==> config.mk <==
export PLATFORM = sky130hd
export DESIGN_NAME = dmfs_core
export DESIGN_NICKNAME = d
export VERILOG_FILES = /design/src/common/dmfs_pkg.sv /design/src/core/dmfs_core.sv
export SDC_FILE = /design/constraint.sdc
export NUM_CORES = 1
export LEC_CHECK = 0
export BUFFER_PORTS_ARGS = -buffer_cell sky130_fd_sc_hd__buf_2
export CAP_MARGIN = 5
export CORE_UTILIZATION = 51
export CTS_BUF_LIST = sky130_fd_sc_hd__clkbuf_16
export DETAILED_ROUTE_END_ITERATION = 8
export PLACE_DENSITY = 0.76
export SLEW_MARGIN = 20
export SYNTH_ARGS = -nofsm -noshare
export SYNTH_HDL_FRONTEND = slang
export SYNTH_SLANG_ARGS = --single-unit
export TNS_END_PERCENT = 5
==> constraint.sdc <==
create_clock -name i_mclk -period 2.08 [get_ports i_mclk]
set_input_delay 0.208 -clock i_mclk [delete_from_list [all_inputs] [get_ports i_mclk]]
set_output_delay 0.208 -clock i_mclk [all_outputs]
set_load 0.005 [all_outputs]
==> src/common/dmfs_pkg.sv <==
// package for the diagnostic mode fault supervisor
package dmfs_pkg;
	// fault reaction codes
	localparam logic [1:0] RX_WARN = 2'b00;
	localparam logic [1:0] RX_ERR  = 2'b01;
	localparam logic [1:0] RX_ARE  = 2'b10;
	localparam logic [1:0] RX_LATCH = 2'b11;
	localparam logic [1:0] RX_DEFAULT = RX_ERR;
	localparam int         N_DIAG  = 4;
	localparam int         N_DOUT  = 2;
	// register byte offsets
	localparam logic [7:0] A_CTRL   = 8'h00;
	localparam logic [7:0] A_REACT  = 8'h04;
	localparam logic [7:0] A_STAT   = 8'h08;
	localparam logic [7:0] A_ERRREG = 8'h0c;
	localparam logic [7:0] A_IRQST  = 8'h10;
	localparam logic [7:0] A_IRQMSK = 8'h14;
	// ctrl fields
	localparam int C_SIG    = 0;
	localparam int C_IPVDIS = 1;
	localparam int C_WWDDIS = 2;
	localparam int C_REDOP  = 3;
	// status fields
	localparam int S_WARN   = 0;
	localparam int S_ERR    = 1;
	localparam int S_SPIERR = 2;
	localparam int S_LOCK   = 3;
	localparam int S_MODE   = 4;
	// configuration timeout: 10 ms at 40 ns
	localparam int CFG_TO_US = 10000;
	localparam int CLK_NS    = 40;
	localparam int CFG_TO_CYC = CFG_TO_US * 1000 / CLK_NS;
	localparam logic [31:0] RST_CTRL = 32'h0;
	typedef enum {M_OFF, M_CFG, M_NORM, M_RED, M_LOCK} dmfs_mode_t;
	typedef struct packed {
		logic frame_err;
		logic frame_to;
		logic crc_err;
		logic addr_err;
	} dmfs_spi_ev_t;
endpackage

==> src/core/dmfs_core.sv <==
// diagnostic mode fault supervisor, with AXI4-Lite register slave
// Contract
// - on wake entering configuration, every programmable reaction returns to its default.
// - the fault pin ignores faults in configuration and follows them only in normal mode.
// - successful configuration applies programmed reactions and clears error registers together.
// - in reduced operation some diagnostics are off and readout is limited; the code latches diagnostics, not serial errors, and gates reporting and readout.
// - in reduced operation no fault is reported on the serial side or the fault pin.
// - serial frame, timeout, CRC and address errors are warnings setting the serial-error flag.
// - a configuration timeout locks the device until a wake restart driven by the host.
// - an overloaded digital output is latched high impedance besides its reaction; the code gives an overload no reaction, only the latch.
// - pattern monitor and window watchdog supervision can be disabled during configuration.
// - each diagnostic takes a two-bit reaction: warning, error, auto-restart, latched.
// - the fault pin goes low for error-class faults and stays high for warnings.
// - the warning flag ORs warning faults and clears once gone and error register read.
//
// Local design decisions: the AXI4-Lite interface to the registers and the address map.
`timescale 1ns/1ps
module dmfs_core
	import dmfs_pkg::*;
#(
	parameter int CFG_TO = CFG_TO_CYC
)(
	// clock and reset
	input  wire logic              i_mclk,
	input  wire logic              i_rst_b,
	// pins and detectors
	input  wire logic              i_wake_inhibit_pin,
	input  wire logic [N_DIAG-1:0] i_diag,
	input  wire logic [N_DOUT-1:0] i_dout_ovl,
	input  wire logic              i_ipv_fault,
	input  wire logic              i_wwd_fault,
	input  wire dmfs_spi_ev_t      i_spi_ev,
	// outputs
	output logic                   o_fault_n,
	output logic                   o_fets_off,
	output logic [N_DOUT-1:0]      o_dout_oe,
	output logic                   o_irq,
	// axi4-lite
	input  wire logic              s_axi_awvalid,
	output logic                   s_axi_awready,
	input  wire logic [7:0]        s_axi_awaddr,
	input  wire logic              s_axi_wvalid,
	output logic                   s_axi_wready,
	input  wire logic [31:0]       s_axi_wdata,
	input  wire logic [3:0]        s_axi_wstrb,
	output logic                   s_axi_bvalid,
	input  wire logic              s_axi_bready,
	output logic [1:0]             s_axi_bresp,
	input  wire logic              s_axi_arvalid,
	output logic                   s_axi_arready,
	input  wire logic [7:0]        s_axi_araddr,
	output logic                   s_axi_rvalid,
	input  wire logic              s_axi_rready,
	output logic [31:0]            s_axi_rdata,
	output logic [1:0]             s_axi_rresp
);
	localparam int ND = N_DIAG + 2; // diagnostics plus pattern and watchdog

	// ****************************************
	// input synchronisers
	// ****************************************
	logic [ND+N_DOUT:0] s1_q, s2_q;
	always_ff @(posedge i_mclk or negedge i_rst_b) begin
		if (!i_rst_b) begin
			s1_q <= '0;
			s2_q <= '0;
		end else begin
			s1_q <= {i_wake_inhibit_pin, i_dout_ovl, i_wwd_fault, i_ipv_fault, i_diag};
			s2_q <= s1_q;
		end
	end
	wire logic              wake = s2_q[ND+N_DOUT];
	wire logic [N_DOUT-1:0] ovl  = s2_q[ND +: N_DOUT];

	// ****************************************
	// state
	// ****************************************
	dmfs_mode_t        mode_q, mode_d;
	logic [31:0]       cnt_q, cnt_d;
	logic [2*ND-1:0]   react_q, react_d, act_q, act_d;
	logic [3:0]        ctrl_q, ctrl_d;
	logic [ND-1:0]     err_q, err_d;
	logic              spierr_q, spierr_d;
	logic [N_DOUT-1:0] tri_q, tri_d;
	logic              latched_fault_q, latched_fault_d;
	logic [3:0]        ist_q, ist_d, imsk_q, imsk_d;
	logic              aw_q, w_q, bv_q, rv_q;
	logic [7:0]        awa_q;
	logic [31:0]       wd_q, rd_q, rd_d;
	logic              fault_n_q, fets_q, irq_q;

	function automatic logic [1:0] rx_of(input logic [2*ND-1:0] v, input int i);
		return v[2*i +: 2];
	endfunction

	wire logic wr_go = aw_q && w_q && !bv_q;
	wire logic rd_go = s_axi_arvalid && !rv_q;
	logic [ND-1:0] live, wmask, emask, fmask;
	logic          spi_ev;
	logic          err_rd;

	// ****************************************
	// mode, config and fault logic
	// ****************************************
	always_comb begin
		mode_d   = mode_q;
		cnt_d    = cnt_q;
		react_d  = react_q;
		act_d    = act_q;
		ctrl_d   = ctrl_q;
		err_d    = err_q;
		spierr_d = spierr_q;
		tri_d    = tri_q;
		latched_fault_d = latched_fault_q;
		imsk_d   = imsk_q;
		spi_ev   = |i_spi_ev;
		err_rd   = rd_go && (s_axi_araddr == A_ERRREG);
		live     = s2_q[ND-1:0];
		live[N_DIAG]   = live[N_DIAG] & ~ctrl_q[C_IPVDIS];
		live[N_DIAG+1] = live[N_DIAG+1] & ~ctrl_q[C_WWDDIS];
		for (int i = 0; i < ND; i++) begin
			wmask[i] = rx_of(act_q, i) == RX_WARN;
			emask[i] = rx_of(act_q, i) != RX_WARN;
			// only the two codes that switch the bridge off
			fmask[i] = (rx_of(act_q, i) == RX_ARE) || (rx_of(act_q, i) == RX_LATCH);
		end
		// diagnostic detectors still latch in reduced mode, only their reporting is gated; the serial-error flag is not set there
		err_d = (err_rd ? (err_q & live) : err_q) | live;
		if (spi_ev && mode_q != M_RED)
			spierr_d = 1'b1;
		else if (rd_go && s_axi_araddr == A_STAT)
			spierr_d = 1'b0;
		tri_d = tri_q | ovl;
		// a latched error holds until the next wake restart
		if (mode_q == M_NORM) begin
			for (int i = 0; i < ND; i++)
				if (live[i] && rx_of(act_q, i) == RX_LATCH)
					latched_fault_d = 1'b1;
		end
		if (wr_go && awa_q == A_IRQMSK)
			imsk_d = wd_q[3:0];
		case (mode_q)
			M_OFF: begin
				if (wake) begin
					mode_d  = M_CFG;
					react_d = {ND{RX_DEFAULT}};
					act_d   = {ND{RX_DEFAULT}};
					ctrl_d  = RST_CTRL[3:0];
					cnt_d   = '0;
					tri_d   = '0;
					latched_fault_d = 1'b0;
				end
			end
			M_CFG: begin
				cnt_d = cnt_q + 32'd1;
				if (wr_go && awa_q == A_REACT)
					react_d = wd_q[2*ND-1:0];
				if (wr_go && awa_q == A_CTRL) begin
					ctrl_d = wd_q[3:0];
					if (wd_q[C_SIG]) begin
						mode_d = wd_q[C_REDOP] ? M_RED : M_NORM;
						act_d  = react_q;
						err_d  = '0;
					end
				end
				if (cnt_q >= CFG_TO - 1 && mode_d == M_CFG)
					mode_d = M_LOCK;
			end
			M_NORM, M_RED: begin
				if (wr_go && awa_q == A_CTRL)
					mode_d = wd_q[C_REDOP] ? M_RED : M_NORM;
			end
			M_LOCK: ;
			default: mode_d = M_OFF;
		endcase
		if (!wake)
			mode_d = M_OFF;
	end

	// ****************************************
	// reporting: normal-mode gate, error summaries, interrupt status
	// ****************************************
	wire logic rep     = (mode_q == M_NORM);
	wire logic err_any = |(err_q & emask) | latched_fault_q;
	wire logic wrn_any = |(err_q & wmask);
	always_comb begin
		ist_d = ist_q | {mode_q == M_LOCK, rep & spierr_q, rep & err_any, rep & wrn_any};
		if (wr_go && awa_q == A_IRQST)
			ist_d = (ist_q & ~wd_q[3:0]) |
				{mode_q == M_LOCK, rep & spierr_q, rep & err_any, rep & wrn_any};
	end

	// ****************************************
	// pin drive and interrupt line
	// ****************************************
	logic fault_n_d, fets_d, irq_d;
	// pins follow live detections, so they release once the fault is gone, unless a latched reaction holds them until the next wake;
	// the latched error register only feeds the status flags
	always_comb begin
		fault_n_d = !(rep && ((|(live & emask)) || latched_fault_q));
		fets_d    = latched_fault_q || (rep && |(live & fmask));
		irq_d     = |(ist_q & imsk_q);
	end

	// ****************************************
	// read mux
	// ****************************************
	always_comb begin
		case (s_axi_araddr)
			A_CTRL:   rd_d = {28'h0, ctrl_q};
			A_REACT:  rd_d = {{(32-2*ND){1'b0}}, react_q};
			A_STAT:   rd_d = {25'h0, 3'(mode_q), mode_q == M_LOCK,
					spierr_q & (mode_q != M_RED),
					err_any & (mode_q != M_RED), wrn_any & (mode_q != M_RED)};
			A_ERRREG: rd_d = (mode_q == M_RED) ? 32'h0 : {{(32-ND){1'b0}}, err_q};
			A_IRQST:  rd_d = {28'h0, ist_q};
			A_IRQMSK: rd_d = {28'h0, imsk_q};
			default:  rd_d = 32'h0;
		endcase
	end

	// ****************************************
	// registers
	// ****************************************
	always_ff @(posedge i_mclk or negedge i_rst_b) begin
		if (!i_rst_b) begin
			mode_q <= M_OFF; cnt_q <= '0; react_q <= '0; act_q <= '0;
			ctrl_q <= '0; err_q <= '0; spierr_q <= 1'b0; tri_q <= '0;
			latched_fault_q <= 1'b0; ist_q <= '0; imsk_q <= '0;
			fault_n_q <= 1'b1; fets_q <= 1'b0; irq_q <= 1'b0;
			aw_q <= 1'b0; w_q <= 1'b0; bv_q <= 1'b0; rv_q <= 1'b0;
			awa_q <= '0; wd_q <= '0; rd_q <= '0;
		end else begin
			mode_q <= mode_d; cnt_q <= cnt_d; react_q <= react_d; act_q <= act_d;
			ctrl_q <= ctrl_d; err_q <= err_d; spierr_q <= spierr_d; tri_q <= tri_d;
			latched_fault_q <= latched_fault_d; ist_q <= ist_d; imsk_q <= imsk_d;
			fault_n_q <= fault_n_d;
			fets_q    <= fets_d;
			irq_q     <= irq_d;
			// axi handshakes
			if (s_axi_awvalid && !aw_q && !bv_q) begin
				aw_q  <= 1'b1;
				awa_q <= s_axi_awaddr;
			end
			if (s_axi_wvalid && !w_q && !bv_q) begin
				w_q  <= 1'b1;
				wd_q <= s_axi_wdata;
			end
			if (wr_go) begin
				aw_q <= 1'b0;
				w_q  <= 1'b0;
				bv_q <= 1'b1;
			end else if (bv_q && s_axi_bready)
				bv_q <= 1'b0;
			if (rd_go) begin
				rv_q <= 1'b1;
				rd_q <= rd_d;
			end else if (rv_q && s_axi_rready)
				rv_q <= 1'b0;
		end
	end

	// outputs
	assign o_fault_n     = fault_n_q;
	assign o_fets_off    = fets_q;
	assign o_dout_oe     = ~tri_q;
	assign o_irq         = irq_q;
	assign s_axi_awready = !aw_q && !bv_q;
	assign s_axi_wready  = !w_q && !bv_q;
	assign s_axi_bvalid  = bv_q;
	assign s_axi_bresp   = 2'b00;
	assign s_axi_arready = !rv_q;
	assign s_axi_rvalid  = rv_q;
	assign s_axi_rdata   = rd_q;
	assign s_axi_rresp   = 2'b00;
endmodule

; Word level (Yosys, flattened, before mapping)
; Cells that the tools add are included.
[op_classes]
add_sub_neg = 1
order_cmp = 1
n_eq_ne = 35
n_mux = 47
n_bitwise = 24
reduce_logical = 73
[ops]
columns = operator, n
row1 = 32-bit 2-to-1 mux, 7
row2 = 32-bit case mux with 4 select lines, 1
row3 = "32-bit by 2-bit equality test with 1-bit output, second input constant", 3
row4 = "32-bit by 3-bit equality test with 1-bit output, second input constant", 3
row5 = 12-bit case mux with 6 select lines, 1
row6 = 32-bit case mux with 2 select lines, 1
row7 = 12-bit 2-to-1 mux, 4
row8 = 12-bit case mux with 2 select lines, 2
row9 = "32-bit by 1-bit adder with 32-bit output, second input constant", 1
row10 = "32-bit by 1-bit equality test with 1-bit output, second input constant", 1
row11 = "32-bit by 4-bit equality test with 1-bit output, second input constant", 1
row12 = "8-bit by 5-bit equality test with 1-bit output, second input constant", 4
row13 = "32-bit by 18-bit >= comparator with 1-bit output, second input constant", 1
row14 = 32-bit zero test, 1
row15 = "32-bit by 3-bit != test with 1-bit output, second input constant", 1
row16 = 6-bit AND, 5
row17 = 6-bit 2-to-1 mux, 5
row18 = 1-bit logical AND, 27
row19 = "2-bit equality test, second input constant", 12
row20 = 2-bit nonzero test, 12
row21 = 6-bit OR reduction, 4
row22 = 1-bit 2-to-1 mux, 20
row23 = "8-bit by 3-bit equality test with 1-bit output, second input constant", 2
row24 = "8-bit by 4-bit equality test with 1-bit output, second input constant", 2
row25 = other kinds (23), 60
[word_totals]
regBits = 187
inputBits = 72
output_inout_bits = 46
elab_cells = 204

; Longest topological paths before layout
[depth]
depth_word = 11
ltp_mapped = 7
ltp_nobuf = 6

; Least setup slack after synthesis
; Ideal clock, no wire load.
[synth_timing]
path_type = reg2reg
start = reg mode_q[1]
end = reg cnt_q[27]
setup_ns = 0.078
arrival_ns = 2.015
required_ns = 2.002
path_slack_ns = -0.012
path_stages_with_launch = 7
path_buffers = 1
period_less_slack_ns = 2.092
path_cell_list = dfrtp_1 -> buf_6 -> o21bai_1 -> or4_1 -> or4_1 -> or3_1 -> a21oi_1
[synth_via]
elab_chain_cells = 3
[synth_lines]
columns = element, line
row1 = from (decl), dmfs_core.sv:78  ; dmfs_mode_t mode_q, mode_d;
row2 = from (signal assigned), dmfs_core.sv:234  ; mode_q <= mode_d; cnt_q <= cnt_d; react_q <= react_d; act_q <= act_d;
row3 = 32-bit by 1-bit equality test with 1-bit output / 32-bit zero test (equally long branches), dmfs_core.sv:142  ; case (mode_q)
row4 = 2-bit nonzero test (no source line) / 2-bit != test (equally long branches), --
row5 = 2-bit AND reduction (no source line), --
row6 = to (signal assigned), dmfs_core.sv:234
row7 = to (decl), dmfs_core.sv:79  ; logic [31:0] cnt_q, cnt_d;
; Several ways; a longest one is shown, not always the timed one.
; A chain may end at the register's enable or synchronous reset.

; Worst setup path after layout
; Same ends and word-level chain as after synthesis.

==> impl_metrics.env <==
export IMPL_comb_power_share_pct=9.6
export IMPL_synth_seq_cells=167
export IMPL_maxSlewViolCount=0
export IMPL_ys_top_cells_by_count="dfrtp_1, o21ai_0, nand2_1, nor2_1, a21oi_1"
export IMPL_first_pass_iters=5
export IMPL_antenna_found_initial=0
export IMPL_grt_total_usage_pct=25.65
export IMPL_switchingPower_mw=1.835
export IMPL_grt_max_degree=57
export IMPL_hold_viol=0
export IMPL_n_fill_cell=1074
export IMPL_async_reset_ff_share_pct=100.0
export IMPL_finalSetupViolations=1
export IMPL_fin_crit_sh_pct=100.2
export IMPL_grt_first_pass_wirelength_um=28850
export IMPL_yosysMostFrequentCell="dfrtp_1"
export IMPL_p_per_area_nw_per_um2=825.6
export IMPL_outcome="finished, violations left"
export IMPL_reg2reg_to="cnt_q[27]"
export IMPL_cts_buffer_depth=2
export IMPL_syn2layout_area_growth_pct=26.00
export IMPL_yosys_cell_types_count=64
export IMPL_ys_seq_area_share_pct=57.23
export IMPL_setup_ws_ns=-0.004686
export IMPL_numCtsBuffers=17
export IMPL_cap_viol_max_count=0
export IMPL_crit_required_ns=2.43
export IMPL_dieArea_sq_um=14800
export IMPL_ys_warn_count=0
export IMPL_rows=43
export IMPL_power_leakage_nw=4.163
export IMPL_viasPerCell=5.938
export IMPL_cts_tree="built"
export IMPL_rr_startpoint="mode_q[1]"
export IMPL_hpwl_um=12820
export IMPL_grt_pass1_vias=5818
export IMPL_num_antenna_cells=0
export IMPL_core_area_sq_um=13930
export IMPL_criticalPathCategory="flip-flop to flip-flop"
export IMPL_port_buffers=69
export IMPL_p_sw_share_pct=24.15
export IMPL_gp_congestion=0.9081
export IMPL_rsz0062_at_grt="yes"
export IMPL_max_freq_mhz=479.7
export IMPL_dp_cells=973
export IMPL_route_met2_wl_um=8470
export IMPL_root_buffer="clkbuf_16"
export IMPL_die_h_um=121.7
export IMPL_ios=118
export IMPL_cp_start_kind="flip-flop"
export IMPL_layout_cells_non_filler=1018
export IMPL_cts_max_level=4
export IMPL_fin_nets=900
export IMPL_synth_area_leaders="dfrtp_1, o21ai_0, mux2_2"
export IMPL_maxUsedRoutingLayer="met4"
export IMPL_r2r_slack_ns=-0.005
export IMPL_cts_sinks=167
export IMPL_finalClockSkew_ns=0.009584
export IMPL_clkLatencyLatePin_ns=0.42
export IMPL_crit_path_end_kind="flip-flop"
export IMPL_fin_area_sq_um=9204
export IMPL_place_area_sq_um=8287
export IMPL_ir_drop_mv=0.7931
export IMPL_reg2reg_depth=5
export IMPL_hold_path_class="primary input to flip-flop"
export IMPL_die_width_um=121.7
export IMPL_ant_nets=0
export IMPL_drive_above_1_share_pct=26.37
export IMPL_p_int_mw=5.764
export IMPL_relSlewSlack_pct=61.30
export IMPL_wl_met1_um=7670
export IMPL_initial_core_util_pct=52.42
export IMPL_met3WireLength_um=1301
export IMPL_synth_top_cell_area_share_pct=56.87
export IMPL_tightest_slew_ns=0.5805
export IMPL_grt_overflow=0
export IMPL_violations="negative setup slack"
export IMPL_cp_arrival_ns=2.44
export IMPL_syn_area_sq_um=7305
export IMPL_drt_first_iter_violations=580
export IMPL_crit_start="mode_q[1]"
export IMPL_clk_pin_slew_ns=0.06
export IMPL_p_clk_share_pct=40.0
export IMPL_syn_inst=660
export IMPL_yosys_area_top_type="dfrtp_1"
export IMPL_syn_avg_cell_area_sq_um=11.07
export IMPL_synth_edff_count=0
export IMPL_drc=0
export IMPL_wl_per_cell_um=17.38
export IMPL_critical_path_max_fanout=3
export IMPL_vias=6045
export IMPL_p_seq_share_pct=50.3
export IMPL_fin_crit_ns=2.085
export IMPL_final_util_pct=66.05
export IMPL_synthFlopType="dfrtp_1"
export IMPL_routed_wl_um=17700
export IMPL_critPathCapture="cnt_q[27]"
[worst min path at each step]
stage	startpoint	end	slack (ns)	depth (start not counted)
finish	s_axi_wdata[6]	wd_q[6]	0.01	2
global route	s_axi_wdata[6]	wd_q[6]	0.004	2
CTS	s_axi_wdata[6]	wd_q[6]	0.001	2
detailed placement	i_rst_b	s2_q[2]	0.20	1
global placement	i_rst_b	s2_q[2]	0.18	1
floorplan	i_rst_b	act_q[0]	-0.09	0
[power groups by stage]
stage          sequential (mW)  combinational, mW  clock, mW
4_1_cts                   3.80              0.728       3.10
6_report                  3.83              0.730       3.04
3_3_place_gp              3.82              0.654          0
5_1_grt                   3.86              0.817       3.24
3_5_place_dp              3.86              0.701          0
2_1_floorplan             3.76              0.475          0
[through the flow]
step	setup WS [ns]	setup TNS, ns	power (mW)	hold WS (ns)
2_1_floorplan	-0.01250	-0.01250	4.239	-0.08759
3_3_place_gp	-0.1148	-0.5359	4.479	0.1835
3_5_place_dp	-0.1507	-1.265	4.557	0.2028
4_1_cts	0.0002198	0	7.634	0.001340
5_1_grt	-0.07340	-1.512	7.918	0.003948
6_report	-0.004686	-0.004686	7.599	0.01323
[final cells by class]
class | count | area (sq um) | area share (%)
inverter | 11 | 41.29 | 0.4486
sequential | 167 | 4180 | 45.42
multi-input combinational | 485 | 3187 | 34.62
clock buffer | 17 | 425.4 | 4.622
clock inverter | 13 | 142.6 | 1.550
tap | 180 | 225.2 | 2.447
timing repair buffer | 145 | 1002 | 10.89
[flip-flops by register name, summed over array words and instances, names as in the netlist, 2 cells and up]
signal / cells
wd_q: 12
tri_q: 2
act_q: 12
err_q: 6
imsk_q: 4
s2_q: 9
ctrl_q: 4
s_axi_rdata: 12
cnt_q: 32
react_q: 12
ist_q: 4
s1_q: 9
mode_q: 32
awa_q: 8
[worst max-delay path, cell delays in order (launching register included)]
cell	delay [ns]
dfrtp_1	0.37
o21bai_1	0.19
or4_4	0.55
or4_4	0.45
or3_1	0.32
a21oi_1	0.14
[cells by family after synthesis]
group                      after synthesis  synth area share, %
xor gates and xnor gates                 6               0.7194
muxes                                   27                4.711
other                                    1              0.05134
AOI/OAI and AO/OA                      161                14.80
adders and majority gates                1               0.1713
DFF                                    167                57.23
and+or+nand+nor                        237                17.85
buffers and inverters                   60                4.471
[layout by cell type (no fill, tap or decap), types with 9 or more instances in the layout]
| cell type | instances |
|---|---|
| mux2_2 | 19 |
| o22a_1 | 12 |
| nor2_1 | 40 |
| a22oi_1 | 9 |
| a22o_1 | 18 |
| nor4_1 | 11 |
| inv_1 | 14 |
| buf_4 | 57 |
| nand2_1 | 41 |
| dfrtp_1 | 166 |
| nand3_1 | 26 |
| or3_1 | 12 |
| a21oi_1 | 27 |
| clkbuf_16 | 17 |
| o21ai_0 | 43 |
| nand4_1 | 22 |
| buf_2 | 68 |
| dlygate4sd3_1 | 14 |
| conb_1 | 53 |
| or4_1 | 14 |
[layer usage]
layer | up-vias | track usage (%)
met3 | 26 | 6.227
met5 | - | 0
met2 | 293 | 40.73
met4 | 0 | 8.873
li1 | 2733 | -
met1 | 2993 | 34.54
[what timing repair did]
item / in CTS / in global routing
setup buffers: 1 / 0
gates resized for setup: 12 / 31
endpoints found under the setup margin: 44 / 71
endpoints found under the hold margin: 64 / 0
hold buffers: 14 / 0
pin swaps: 3 / 9
Power figures use the tool's default switching activity.
